--- config.mk ---
export PLATFORM = sky130hd
export DESIGN_NAME = aesb_engine
export DESIGN_NICKNAME = d
export VERILOG_FILES = /design/src/aesb_dma_port.v /design/src/aesb_engine.v /design/src/aesb_word_ram.v
export VERILOG_INCLUDE_DIRS = /design/src
export SDC_FILE = /design/constraint.sdc
export NUM_CORES = 1
export LEC_CHECK = 0
export ABC_AREA = 0
export BUFFER_PORTS_ARGS = -buffer_cell sky130_fd_sc_hd__clkbuf_2
export CELL_PAD_IN_SITES_DETAIL_PLACEMENT = 0
export CELL_PAD_IN_SITES_GLOBAL_PLACEMENT = 1
export CORE_MARGIN = 2
export CORE_UTILIZATION = 44
export DETAILED_ROUTE_END_ITERATION = 6
export MAX_ROUTING_LAYER = met4
export PLACE_DENSITY = 0.76
export SLEW_MARGIN = 10
export SYNTH_ARGS = -nofsm -noshare
export SYNTH_HDL_FRONTEND = slang
export SYNTH_SLANG_ARGS = --single-unit
--- constraint.sdc ---
create_clock -name clk -period 3.6 [get_ports clk]
set_input_delay 0.72 -clock clk [delete_from_list [all_inputs] [get_ports clk]]
set_output_delay 0.72 -clock clk [all_outputs]
set_load 0.01 [all_outputs]
--- src/aesb_map.vh ---
// Register offsets, field positions and structure layout of the engine
`ifndef AESB_MAP_VH
`define AESB_MAP_VH

// Register offsets, byte addresses
`define AESB_OFF_START      12'h000
`define AESB_OFF_STOP       12'h004
`define AESB_OFF_DONE_EV    12'h100
`define AESB_OFF_ABORT_EV   12'h104
`define AESB_OFF_IEN_SET    12'h304
`define AESB_OFF_IEN_CLR    12'h308
`define AESB_OFF_PTR        12'h504

// Event and enable bit positions
`define AESB_BIT_DONE       0
`define AESB_BIT_ABORT      1

// Reset values
`define AESB_PTR_RESET      32'h0000_0000
`define AESB_IEN_RESET      2'h0

// Structure layout in RAM, byte offsets
`define AESB_KEY_OFF        32'h0000_0000
`define AESB_TEXT_OFF       32'h0000_0010
`define AESB_CIPHER_OFF     32'h0000_0020

// Staging memory index of the first result word
`define AESB_RES_BASE       4'h8

`endif

--- src/aesb_dma_port.v ---
// One-word DMA master port: holds a request until the RAM acknowledges
`timescale 1ns/1ps
module aesb_dma_port (
    input  wire        clk,
    input  wire        reset,
    input  wire        go,
    input  wire        go_we,
    input  wire [31:0] go_addr,
    input  wire [31:0] go_wdata,
    output wire        busy,
    output reg         done_r,
    output reg  [31:0] rdata_r,
    output reg         dma_req_r,
    output reg         dma_we_r,
    output reg  [31:0] dma_addr_r,
    output reg  [31:0] dma_wdata_r,
    input  wire [31:0] dma_rdata,
    input  wire        dma_ack
);
    assign busy = dma_req_r;

    // Request stays up until ack; ack ends it and pulses done
    always @(posedge clk) begin
        if (reset) begin
            dma_req_r   <= 1'b0;
            dma_we_r    <= 1'b0;
            dma_addr_r  <= 32'h0;
            dma_wdata_r <= 32'h0;
            done_r      <= 1'b0;
            rdata_r     <= 32'h0;
        end else begin
            done_r <= 1'b0;
            if (dma_req_r && dma_ack) begin
                dma_req_r <= 1'b0;
                dma_we_r  <= 1'b0;
                done_r    <= 1'b1;
                rdata_r   <= dma_rdata;
            end else if (go && !dma_req_r) begin
                dma_req_r   <= 1'b1;
                dma_we_r    <= go_we;
                dma_addr_r  <= go_addr;
                dma_wdata_r <= go_wdata;
            end
        end
    end
endmodule // aesb_dma_port

--- src/aesb_engine.v ---
// Block encryption engine: registers, DMA sequencing, shared core control
//
// Implementation choice: the plain strobed port.
`timescale 1ns/1ps
`include "aesb_map.vh"

module aesb_engine (
    input  wire         clk,
    input  wire         reset,
    input  wire [11:0]  reg_addr,
    input  wire [31:0]  reg_wdata,
    input  wire         reg_wr,
    input  wire         reg_rd,
    output reg  [31:0]  reg_rdata_r,
    output reg          irq_r,
    output wire         dma_req,
    output wire         dma_we,
    output wire [31:0]  dma_addr,
    output wire [31:0]  dma_wdata,
    input  wire [31:0]  dma_rdata,
    input  wire         dma_ack,
    input  wire         core_busy,
    input  wire         core_preempt,
    output reg          core_start_r,
    output wire [127:0] core_key,
    output wire [127:0] core_text,
    input  wire [127:0] core_result,
    input  wire         core_done,
    output reg          engine_busy_r
);
    // One-hot states
    localparam [5:0] ST_IDLE  = 6'h01;
    localparam [5:0] ST_FETCH = 6'h02;
    localparam [5:0] ST_LOAD  = 6'h04;
    localparam [5:0] ST_CRYPT = 6'h08;
    localparam [5:0] ST_STORE = 6'h10;
    localparam [5:0] ST_WRITE = 6'h20;

    reg  [5:0]   state_r;
    reg  [5:0]   state_nxt;
    reg  [3:0]   idx_r;
    reg  [3:0]   idx_nxt;
    reg          phase_r;
    reg          phase_nxt;
    reg  [255:0] stream_r;
    reg  [255:0] stream_nxt;
    reg  [31:0]  ptr_r;
    reg  [1:0]   ien_r;
    reg          done_ev_r;
    reg          abort_ev_r;
    reg          set_done;
    reg          set_abort;
    reg          core_start_nxt;
    reg          dma_go;
    reg          dma_go_we;
    reg  [31:0]  dma_go_addr;
    reg          ram_we;
    reg  [3:0]   ram_waddr;
    reg  [31:0]  ram_wdata;
    reg  [3:0]   ram_raddr;
    wire [31:0]  ram_rdata;
    wire         dma_busy;
    wire         dma_done;
    wire [31:0]  dma_word;

    // Register strobes
    wire wr_start = reg_wr && (reg_addr == `AESB_OFF_START) && reg_wdata[0];
    wire wr_stop  = reg_wr && (reg_addr == `AESB_OFF_STOP) && reg_wdata[0];
    wire running  = !state_r[0];

    // Byte address of word idx of a structure field
    function [31:0] field_addr;
        input [31:0] base;
        input [31:0] off;
        input [3:0]  idx;
        begin
            field_addr = base + off + {26'h0, idx, 2'b00};
        end
    endfunction

    assign core_key  = stream_r[255:128];
    assign core_text = stream_r[127:0];

    aesb_word_ram #(
        .DEPTH (12),
        .AW    (4),
        .DW    (32)
    ) u_ram (
        .clk       (clk),
        .wr_en     (ram_we),
        .wr_addr   (ram_waddr),
        .wr_data   (ram_wdata),
        .rd_addr   (ram_raddr),
        .rd_data_r (ram_rdata)
    );

    aesb_dma_port u_dma (
        .clk         (clk),
        .reset       (reset),
        .go          (dma_go),
        .go_we       (dma_go_we),
        .go_addr     (dma_go_addr),
        .go_wdata    (ram_rdata),
        .busy        (dma_busy),
        .done_r      (dma_done),
        .rdata_r     (dma_word),
        .dma_req_r   (dma_req),
        .dma_we_r    (dma_we),
        .dma_addr_r  (dma_addr),
        .dma_wdata_r (dma_wdata),
        .dma_rdata   (dma_rdata),
        .dma_ack     (dma_ack)
    );

    // Sequencer next state
    always @* begin
        state_nxt      = state_r;
        idx_nxt        = idx_r;
        phase_nxt      = phase_r;
        stream_nxt     = stream_r;
        set_done       = 1'b0;
        set_abort      = 1'b0;
        core_start_nxt = 1'b0;
        dma_go         = 1'b0;
        dma_go_we      = 1'b0;
        dma_go_addr    = 32'h0;
        ram_we         = 1'b0;
        ram_waddr      = idx_r;
        ram_wdata      = dma_word;
        ram_raddr      = idx_r;
        case (state_r)
            ST_IDLE: begin
                if (wr_start) begin
                    if (core_busy) begin
                        set_abort = 1'b1;
                    end else begin
                        state_nxt = ST_FETCH;
                        idx_nxt   = 4'h0;
                        phase_nxt = 1'b0;
                    end
                end
            end
            ST_FETCH: begin
                // Key words 0..3 then text words 4..7 into staging
                if (!phase_r && !dma_busy) begin
                    dma_go      = 1'b1;
                    dma_go_addr = field_addr(ptr_r, `AESB_KEY_OFF,
                                             idx_r);
                    phase_nxt   = 1'b1;
                end else if (phase_r && dma_done) begin
                    ram_we    = 1'b1;
                    phase_nxt = 1'b0;
                    idx_nxt   = idx_r + 4'h1;
                    if (idx_r == 4'h7) begin
                        state_nxt = ST_LOAD;
                        idx_nxt   = 4'h0;
                    end
                end
            end
            ST_LOAD: begin
                // Read staging into key/text; data lags address a cycle
                if (phase_r) begin
                    stream_nxt = {stream_r[223:0], ram_rdata};
                end
                phase_nxt = 1'b1;
                idx_nxt   = idx_r + 4'h1;
                if (idx_r == 4'h8) begin
                    state_nxt      = ST_CRYPT;
                    phase_nxt      = 1'b0;
                    core_start_nxt = 1'b1;
                end
            end
            ST_CRYPT: begin
                if (core_done) begin
                    stream_nxt = {stream_r[255:128], core_result};
                    state_nxt  = ST_STORE;
                    idx_nxt    = 4'h0;
                end
            end
            ST_STORE: begin
                // Result words into staging slots 8..11
                ram_we     = 1'b1;
                ram_waddr  = `AESB_RES_BASE + idx_r;
                ram_wdata  = stream_r[127:96];
                stream_nxt = {stream_r[255:128], stream_r[95:0], 32'h0};
                idx_nxt    = idx_r + 4'h1;
                if (idx_r == 4'h3) begin
                    state_nxt = ST_WRITE;
                    idx_nxt   = 4'h0;
                    phase_nxt = 1'b0;
                end
            end
            ST_WRITE: begin
                ram_raddr = `AESB_RES_BASE + idx_r;
                if (!phase_r && !dma_busy) begin
                    phase_nxt = 1'b1;
                end else if (phase_r && !dma_busy && !dma_done) begin
                    dma_go      = 1'b1;
                    dma_go_we   = 1'b1;
                    dma_go_addr = field_addr(ptr_r, `AESB_CIPHER_OFF,
                                             idx_r);
                end else if (phase_r && dma_done) begin
                    phase_nxt = 1'b0;
                    idx_nxt   = idx_r + 4'h1;
                    if (idx_r == 4'h3) begin
                        state_nxt = ST_IDLE;
                        set_done  = 1'b1;
                    end
                end
            end
            default: begin
                state_nxt = ST_IDLE;
            end
        endcase
        // Stop task or core conflict ends any running job
        if (running && (wr_stop || core_preempt)) begin
            state_nxt      = ST_IDLE;
            set_abort      = 1'b1;
            set_done       = 1'b0;
            core_start_nxt = 1'b0;
            dma_go         = 1'b0;
            ram_we         = 1'b0;
        end
    end

    // Sequencer registers
    always @(posedge clk) begin
        if (reset) begin
            state_r       <= ST_IDLE;
            idx_r         <= 4'h0;
            phase_r       <= 1'b0;
            stream_r      <= 256'h0;
            core_start_r  <= 1'b0;
            engine_busy_r <= 1'b0;
        end else begin
            state_r       <= state_nxt;
            idx_r         <= idx_nxt;
            phase_r       <= phase_nxt;
            stream_r      <= stream_nxt;
            core_start_r  <= core_start_nxt;
            engine_busy_r <= !state_nxt[0];
        end
    end

    // Software registers; a hardware set wins over a same-cycle write
    always @(posedge clk) begin
        if (reset) begin
            ptr_r      <= `AESB_PTR_RESET;
            ien_r      <= `AESB_IEN_RESET;
            done_ev_r  <= 1'b0;
            abort_ev_r <= 1'b0;
        end else begin
            if (reg_wr && reg_addr == `AESB_OFF_PTR) begin
                ptr_r <= reg_wdata;
            end
            if (reg_wr && reg_addr == `AESB_OFF_IEN_SET) begin
                ien_r <= ien_r | reg_wdata[1:0];
            end else if (reg_wr && reg_addr == `AESB_OFF_IEN_CLR) begin
                ien_r <= ien_r & ~reg_wdata[1:0];
            end
            if (set_done) begin
                done_ev_r <= 1'b1;
            end else if (reg_wr && reg_addr == `AESB_OFF_DONE_EV) begin
                done_ev_r <= reg_wdata[0];
            end
            if (set_abort) begin
                abort_ev_r <= 1'b1;
            end else if (reg_wr && reg_addr == `AESB_OFF_ABORT_EV) begin
                abort_ev_r <= reg_wdata[0];
            end
        end
    end

    // Read data one cycle after the strobe, zero otherwise
    always @(posedge clk) begin
        if (reset) begin
            reg_rdata_r <= 32'h0;
        end else if (!reg_rd) begin
            reg_rdata_r <= 32'h0;
        end else if (reg_addr == `AESB_OFF_DONE_EV) begin
            reg_rdata_r <= {31'h0, done_ev_r};
        end else if (reg_addr == `AESB_OFF_ABORT_EV) begin
            reg_rdata_r <= {31'h0, abort_ev_r};
        end else if (reg_addr == `AESB_OFF_IEN_SET) begin
            reg_rdata_r <= {30'h0, ien_r};
        end else if (reg_addr == `AESB_OFF_IEN_CLR) begin
            reg_rdata_r <= {30'h0, ien_r};
        end else if (reg_addr == `AESB_OFF_PTR) begin
            reg_rdata_r <= ptr_r;
        end else begin
            reg_rdata_r <= 32'h0;
        end
    end

    // Level interrupt from enabled events
    always @(posedge clk) begin
        if (reset) begin
            irq_r <= 1'b0;
        end else begin
            irq_r <= (done_ev_r & ien_r[`AESB_BIT_DONE]) |
                     (abort_ev_r & ien_r[`AESB_BIT_ABORT]);
        end
    end
endmodule // aesb_engine

--- src/aesb_word_ram.v ---
// Staging memory for key, cleartext and ciphertext words
`timescale 1ns/1ps
module aesb_word_ram #(
    parameter DEPTH = 12,
    parameter AW    = 4,
    parameter DW    = 32
) (
    input  wire          clk,
    input  wire          wr_en,
    input  wire [AW-1:0] wr_addr,
    input  wire [DW-1:0] wr_data,
    input  wire [AW-1:0] rd_addr,
    output reg  [DW-1:0] rd_data_r
);
    reg [DW-1:0] mem [0:DEPTH-1];

    // Write port; registered read one cycle after the address
    always @(posedge clk) begin
        if (wr_en) begin
            mem[wr_addr] <= wr_data;
        end
        rd_data_r <= mem[rd_addr];
    end
endmodule // aesb_word_ram

==> impl_metrics.ini, run 1 <==
[status]
outcome = completed

[sta]
fin_setup_tns_ns = 0
finalSetupViolations = 0
fin_crit_sh_pct = 90.38
worstMarginPinSlew_ns = 1.235
rsz0062_at_grt = false
clock_skew_ns = 0.02436
period_needed_ns = 3.254
slew_headroom_pct = 17.68
hold_viol_final = 0
clock.fmax_mhz = 307.4
maxSlewViolCount = 0

[logic_synthesis]
synthArstFlopShare_pct = 0
synth-edff-count = 384
yosys.area.top_type = edfxtp_1
syn_inst = 2955
synth_area_leaders = edfxtp_1 35%, dfxtp_1 28%, nand2_1 9.1%
yosys_warnings = 0
ys_top_cells_by_count = 800 x nand2_1, 469 x dfxtp_1, 384 x edfxtp_1
synth_flop_cell = dfxtp_1
synth_area_um2 = 33160
seq_area_frac_synth_pct = 63.09
ys_ff_latch = 853
yosysMostFrequentCell = nand2_1
ys_types = 74
syn-num-nets = 3184
synth_top_area_share_pct = 34.77
avgSynthCellArea_um2 = 11.22

[setup_path]
start_kind = flop
worst-endpoint-arrival_ns = 3.80
cp_max_fo = 34
worst_setup_path_end_kind = flop
worstPathRequired_ns = 4.14
critPathKind = reg2reg

[clock_network]
postCtsSetupBuffers = 0
worst_skew_pair.late_latency_ns = 0.66
cts_buffer_depth = 3
htreeDepth = 3
cts_hold_buf = 0
numCtsBuffers = 88
clkTransAtPathRegs_ns = 0.06
clock-root-buffer = clkbuf_16
cts_tree = built
clock_sinks = 853
ctsResizeCount = 0

[routing]
avgViaCountPerCell = 5.736
wire_per_inst_um = 25.68
via_count = 25930
dr.pass1.iters = 5
drc = 0
final_antenna_net_count = 0
finalWirelength_mm = 116.1
first_iter_violations = 2985

[power_and_ir_drop]
leakage_uw = 0.01506
power_switching_uw = 4177
pwr-share-comb_pct = 1.3
p_clk_share_pct = 48.2
irDropWorstVdd_v = 0.0004288
switching_share_pct = 21.02
intPower_uw = 15700
seq_power_share_pct = 50.5
powerDensity_nw_per_um2 = 496.4

[grt]
grt.overflow.total = 0
antenna_found_initial = 5
grt_usage_pct = 30.11
grt_pass1_wl_mm = 168.0
grt_pass1_vias = 24590
grt_max_degree = 213

[placed_design]
hpwl_mm = 84.41
gp_congestion = 0.9362
place_area_um2 = 36960
port_buffers = 568

[floorplan]
num_io_pins = 569
start_util_pct = 44.47
die_x_um = 278.5
die_area_um2 = 77570
die_h_um = 278.5
core-area_um2 = 74570
std_cell_rows = 100

[flow_run]
maxCapViolations = 0

[min_path]
hp-class = in2reg

[finish]
finish.utilization_pct = 53.69
fin_nets = 3700
drive_gt1_share_pct = 25.46
finalInstanceArea_um2 = 40040
area_growth_pct = 20.75
-- layer usage --
layer	part of all wire, %	GRT usage (%)	up-vias
met5	0	-	-
met4	3.1	9.443	0
met3	10	6.338	180
met2	45	44.28	1300
met1	42	41.88	12800
li1	-	-	11660
-- path summary, 6_finish.rpt --
path,from,to,slack [ns],cells after the start
min reg2reg,stream_r[228]$_SDFFE_PP0P_,stream_r[228]$_SDFFE_PP0P_,0.45,2
min,dma_rdata[19],u_dma.rdata_r[19]$_SDFFE_PP0P_,0.29,2
max,state_r[4]$_SDFFE_PP0P_,stream_r[10]$_SDFFE_PP0P_,0.35,7
max reg2reg,state_r[4]$_SDFFE_PP0P_,stream_r[10]$_SDFFE_PP0P_,0.35,7
-- flip-flops by register name, indices dropped and copies added (netlist names), 32 cells and up, named ones only --
signal / cells
u_ram.rd_data_r: 32
ptr_r: 32
u_dma.dma_wdata_r: 32
u_dma.rdata_r: 32
stream_r: 256
u_dma.dma_addr_r: 32
reg_rdata_r: 32
u_ram.mem: 384
-- placed cells by master (no fill, tap or decap), types with 9 or more instances in the layout --
| cell | count |
|---|---|
| inv_1 | 21 |
| a211oi_1 | 11 |
| a22o_1 | 32 |
| nor2_1 | 205 |
| and4_1 | 9 |
| clkbuf_2 | 567 |
| buf_12 | 11 |
| dfxtp_1 | 466 |
| nand4_1 | 9 |
| clkbuf_16 | 90 |
| and2_1 | 48 |
| ha_1 | 13 |
| o21ai_0 | 33 |
| nand2_1 | 798 |
| mux4_2 | 96 |
| nand3_1 | 23 |
| buf_4 | 62 |
| a311oi_1 | 95 |
| clkbuf_1 | 17 |
| nor3_1 | 49 |
| nor4_1 | 15 |
| bufinv_16 | 10 |
| a221oi_1 | 35 |
| a31oi_1 | 43 |
| clkinv_1 | 12 |
| a21oi_1 | 227 |
| clkbuf_8 | 9 |
| and3_1 | 12 |
| edfxtp_1 | 384 |
-- layout make-up --
| class | instances | area [µm²] |
|---|---|---|
| fill | 6580 | 34530 |
| sequential | 853 | 20930 |
| antenna | 5 | 12.51 |
| inverter | 21 | 78.83 |
| multi-input combinational | 1866 | 11200 |
| timing repair buffer | 641 | 3538 |
| clock buffer | 117 | 2447 |
| clock inverter | 49 | 621.8 |
| tap | 969 | 1212 |
-- kinds of logic (layout without fill, tap and decap cells) --
logic type	after synthesis	in the layout	share of synthesized area, %
AO/OA/AOI/OAI	528	528	10.69
XOR/XNOR	8	8	0.2113
adder cells (fa/ha/maj)	17	17	0.7320
buffers and inverters	236	828	3.324
flip-flops	853	853	63.09
multiplexers	100	100	6.645
other	0	5	0
AND/OR/NAND/NOR	1213	1213	15.31
-- power by group through the flow --
stage | clock, µW | sequential, µW | combinational (µW)
finish | 9580 | 10000 | 263
floorplan | 0 | 10200 | 78.3
CTS | 9680 | 10000 | 259
global route | 10100 | 10000 | 276
global placement | 0 | 10200 | 256
detailed placement | 0 | 10200 | 258
-- per-stage QoR --
stage | power (µW) | hold WS [ns] | instances | setup slack (ns)
floorplan | 10320 | 0.4317 | 2955 | 0.5908
global placement | 10500 | 0.4407 | 4350 | 0.5202
detailed placement | 10500 | 0.4474 | 4350 | 0.3804
CTS | 19970 | 0.2530 | 4516 | 0.3674
global route | 20380 | 0.2733 | 4521 | 0.1959
finish | 19870 | 0.2874 | 4521 | 0.3465
-- worst max-delay path: stages (launching register included) --
cell and delay [ns]:
dfxtp_1 0.49, nor3_1 0.20, and3_4 0.25, nor2_4 0.73
a21o_1 0.87, buf_4 0.32, a221oi_1 0.06, nor3_1 0.20
Power figures use the tool's default switching activity.
==> run 2, diff against run 1 <==
CTS_BUF_LIST = sky130_fd_sc_hd__clkbuf_16   (was unset)
TNS_END_PERCENT = 1   (was unset)
==> run 2 against run 1 <==
- worst setup slack worse by 0.019 ns
- core utilization down 0.13 points
- register-to-register slack worse by 0.02 ns
- count of clock-buffer cells in the layout fell by 27
- non-clock buffer count unchanged
- largest power group unchanged
- hold slack lost 0.0015 ns
- global-route usage about the same
- critical path depth unchanged
- flip-flop and latch count is the same
- final cell count unchanged
- design area down 0.23%
==> impl_metrics.ini, run 2 (same netlist as run 1, synthesis figures left out) <==
[status]
outcome = completed

[finish]
drive_gt1_share_pct = 25.18
final_cells = 4521
largest_reg_flops = 384
top_register = u_ram.mem
area_growth_pct = 20.46
reg_top3 = u_ram.mem: 384 flops, stream_r: 256 flops
fin_nets = 3700
final_common_cell = nand2_1
nFillCells = 6591
final_cell_mix = 798 x nand2_1, 567 x clkbuf_2, 466 x dfxtp_1
finalInstanceArea_um2 = 39940

[clock_network]
postCtsSetupBuffers = 0
htreeDepth = 3
cts_hold_buf = 0
cts_tree = built
clock-root-buffer = clkbuf_16
ctsResizeCount = 0
numCtsBuffers = 88
cts_buffer_depth = 3
clock_sinks = 853
clkTransAtPathRegs_ns = 0.06
worst_skew_pair.late_latency_ns = 0.66

[setup_path]
crit_slowest_cell = a21o_1
worstPathCellList = nor3_1, and3_4, nor2_4, a21o_1, buf_4, a221oi_1, nor3_1
cp_max_fo = 34
worst-endpoint-arrival_ns = 3.82
critPathKind = reg2reg
reg2reg_slack_ns = 0.33
crit_top_cell = nor3_1
start_kind = flop
cpPeakStageDelay_ns = 0.88
ff2ff_path_depth = 7
reg2reg_to = stream_r[10]$_SDFFE_PP0P_
worst_setup_path_end_kind = flop
worstPathRequired_ns = 4.14
r2r-start = state_r[2]$_SDFFE_PP0P_

[placed_design]
gp_congestion = 0.9362
place_area_um2 = 36960
dp_cells = 4350
hpwl_mm = 84.41
port_buffers = 568

[floorplan]
start_util_pct = 44.47
std_cell_rows = 100
die_h_um = 278.5
core-area_um2 = 74570
num_io_pins = 569
die_area_um2 = 77570
die_x_um = 278.5

[sta]
slew_headroom_pct = 17.26
period_needed_ns = 3.272
fin_setup_tns_ns = 0
clock.fmax_mhz = 305.6
fin_crit_sh_pct = 90.89
worstMarginPinSlew_ns = 1.241
finalSetupViolations = 0
maxSlewViolCount = 0
clock_skew_ns = 0.02265
hold_viol_final = 0
rsz0062_at_grt = false
whs_ns = 0.2859

[min_path]
hp-class = in2reg
hold_start = dma_rdata[17]
whs_endpoint = u_dma.rdata_r[17]$_SDFFE_PP0P_
whs_path_depth = 2

[flow_run]
maxCapViolations = 0

[routing]
avgViaCountPerCell = 5.748
finalWirelength_mm = 116.1
via_count = 25990
wire_per_inst_um = 25.68
first_iter_violations = 2976
final_antenna_net_count = 0
dr.pass1.iters = 7
drc = 0

[power_and_ir_drop]
powerDensity_nw_per_um2 = 491.1
irDropWorstVdd_v = 0.0004271
leakage_uw = 0.01509

[grt]
antenna_found_initial = 5
grt_pass1_wl_mm = 167.9
grt_usage_pct = 30.10
grt.overflow.total = 0
grt_pass1_vias = 24590
grt_max_degree = 213
==> run 2: where the power goes <==
group / switching [µW] / internal, µW / total, µW / leakage [µW]
combinational: 167 / 95.9 / 263 / 0.00564
clock: 4010 / 5320 / 9330 / 0.00151
sequential: 0.0965 / 10000 / 10000 / 0.00794
total: 4170 / 15400 / 19600 / 0.0151
==> run 2: per-stage QoR <==
| step | util [%] | worst slack (ns) | total power, µW |
|---|---|---|---|
| final | 53.57 | 0.3280 | 19620 |
| after global routing | 53.57 | 0.1957 | 20130 |
| after CTS | 53.55 | 0.3671 | 19720 |
| after detailed placement | 49.56 | 0.3804 | 10500 |
| after global placement | 49.56 | 0.5202 | 10500 |
| after floorplan | - | 0.5908 | 10320 |
==> run 2: per-layer routing <==
| layer | GRT usage, % | vias to the layer above | share of wire [%] |
|---|---|---|---|
| li1 | - | 11670 | - |
| met3 | 6.347 | 170 | 10 |
| met4 | 9.457 | 0 | 3.0 |
| met2 | 44.31 | 1319 | 45 |
| met1 | 41.83 | 12830 | 42 |
| met5 | - | - | 0 |
==> run 2: worst max-delay path by stage <==
stage	slack [ns]	startpoint	end	depth (start not counted)
4_1_cts	0.37	state_r[4]$_SDFFE_PP0P_	stream_r[10]$_SDFFE_PP0P_	7
3_5_place_dp	0.38	state_r[4]$_SDFFE_PP0P_	stream_r[16]$_SDFFE_PP0P_	7
3_3_place_gp	0.52	state_r[4]$_SDFFE_PP0P_	stream_r[16]$_SDFFE_PP0P_	7
2_1_floorplan	0.59	state_r[2]$_SDFFE_PP0P_	u_ram.mem[4][0]$_DFFE_PP_	7
6_report	0.33	state_r[2]$_SDFFE_PP0P_	stream_r[10]$_SDFFE_PP0P_	7
5_1_grt	0.20	state_r[4]$_SDFFE_PP0P_	stream_r[16]$_SDFFE_PP0P_	7
==> run 2: final cells by class <==
| cell class | count | area [µm²] | share of cell area, % |
|---|---|---|---|
| inverter | 21 | 78.83 | 0.1973 |
| antenna | 5 | 12.51 | 0.03132 |
| clock buffer | 90 | 2252 | 5.638 |
| clock inverter | 76 | 723.2 | 1.810 |
| sequential | 853 | 20930 | 52.39 |
| timing repair buffer | 641 | 3538 | 8.858 |
| multi-input combinational | 1866 | 11200 | 28.04 |
| tap | 969 | 1212 | 3.035 |
==> run 2: worst max-delay path: cells and delay by family (launching register included) <==
| family | cells | cell delay [ns] |
|---|---|---|
| buffers and inverters | 1 | 0.32 |
| AND/OR/NAND/NOR | 4 | 1.40 |
| AO/OA/AOI/OAI | 2 | 0.94 |
| flip-flops | 1 | 0.49 |
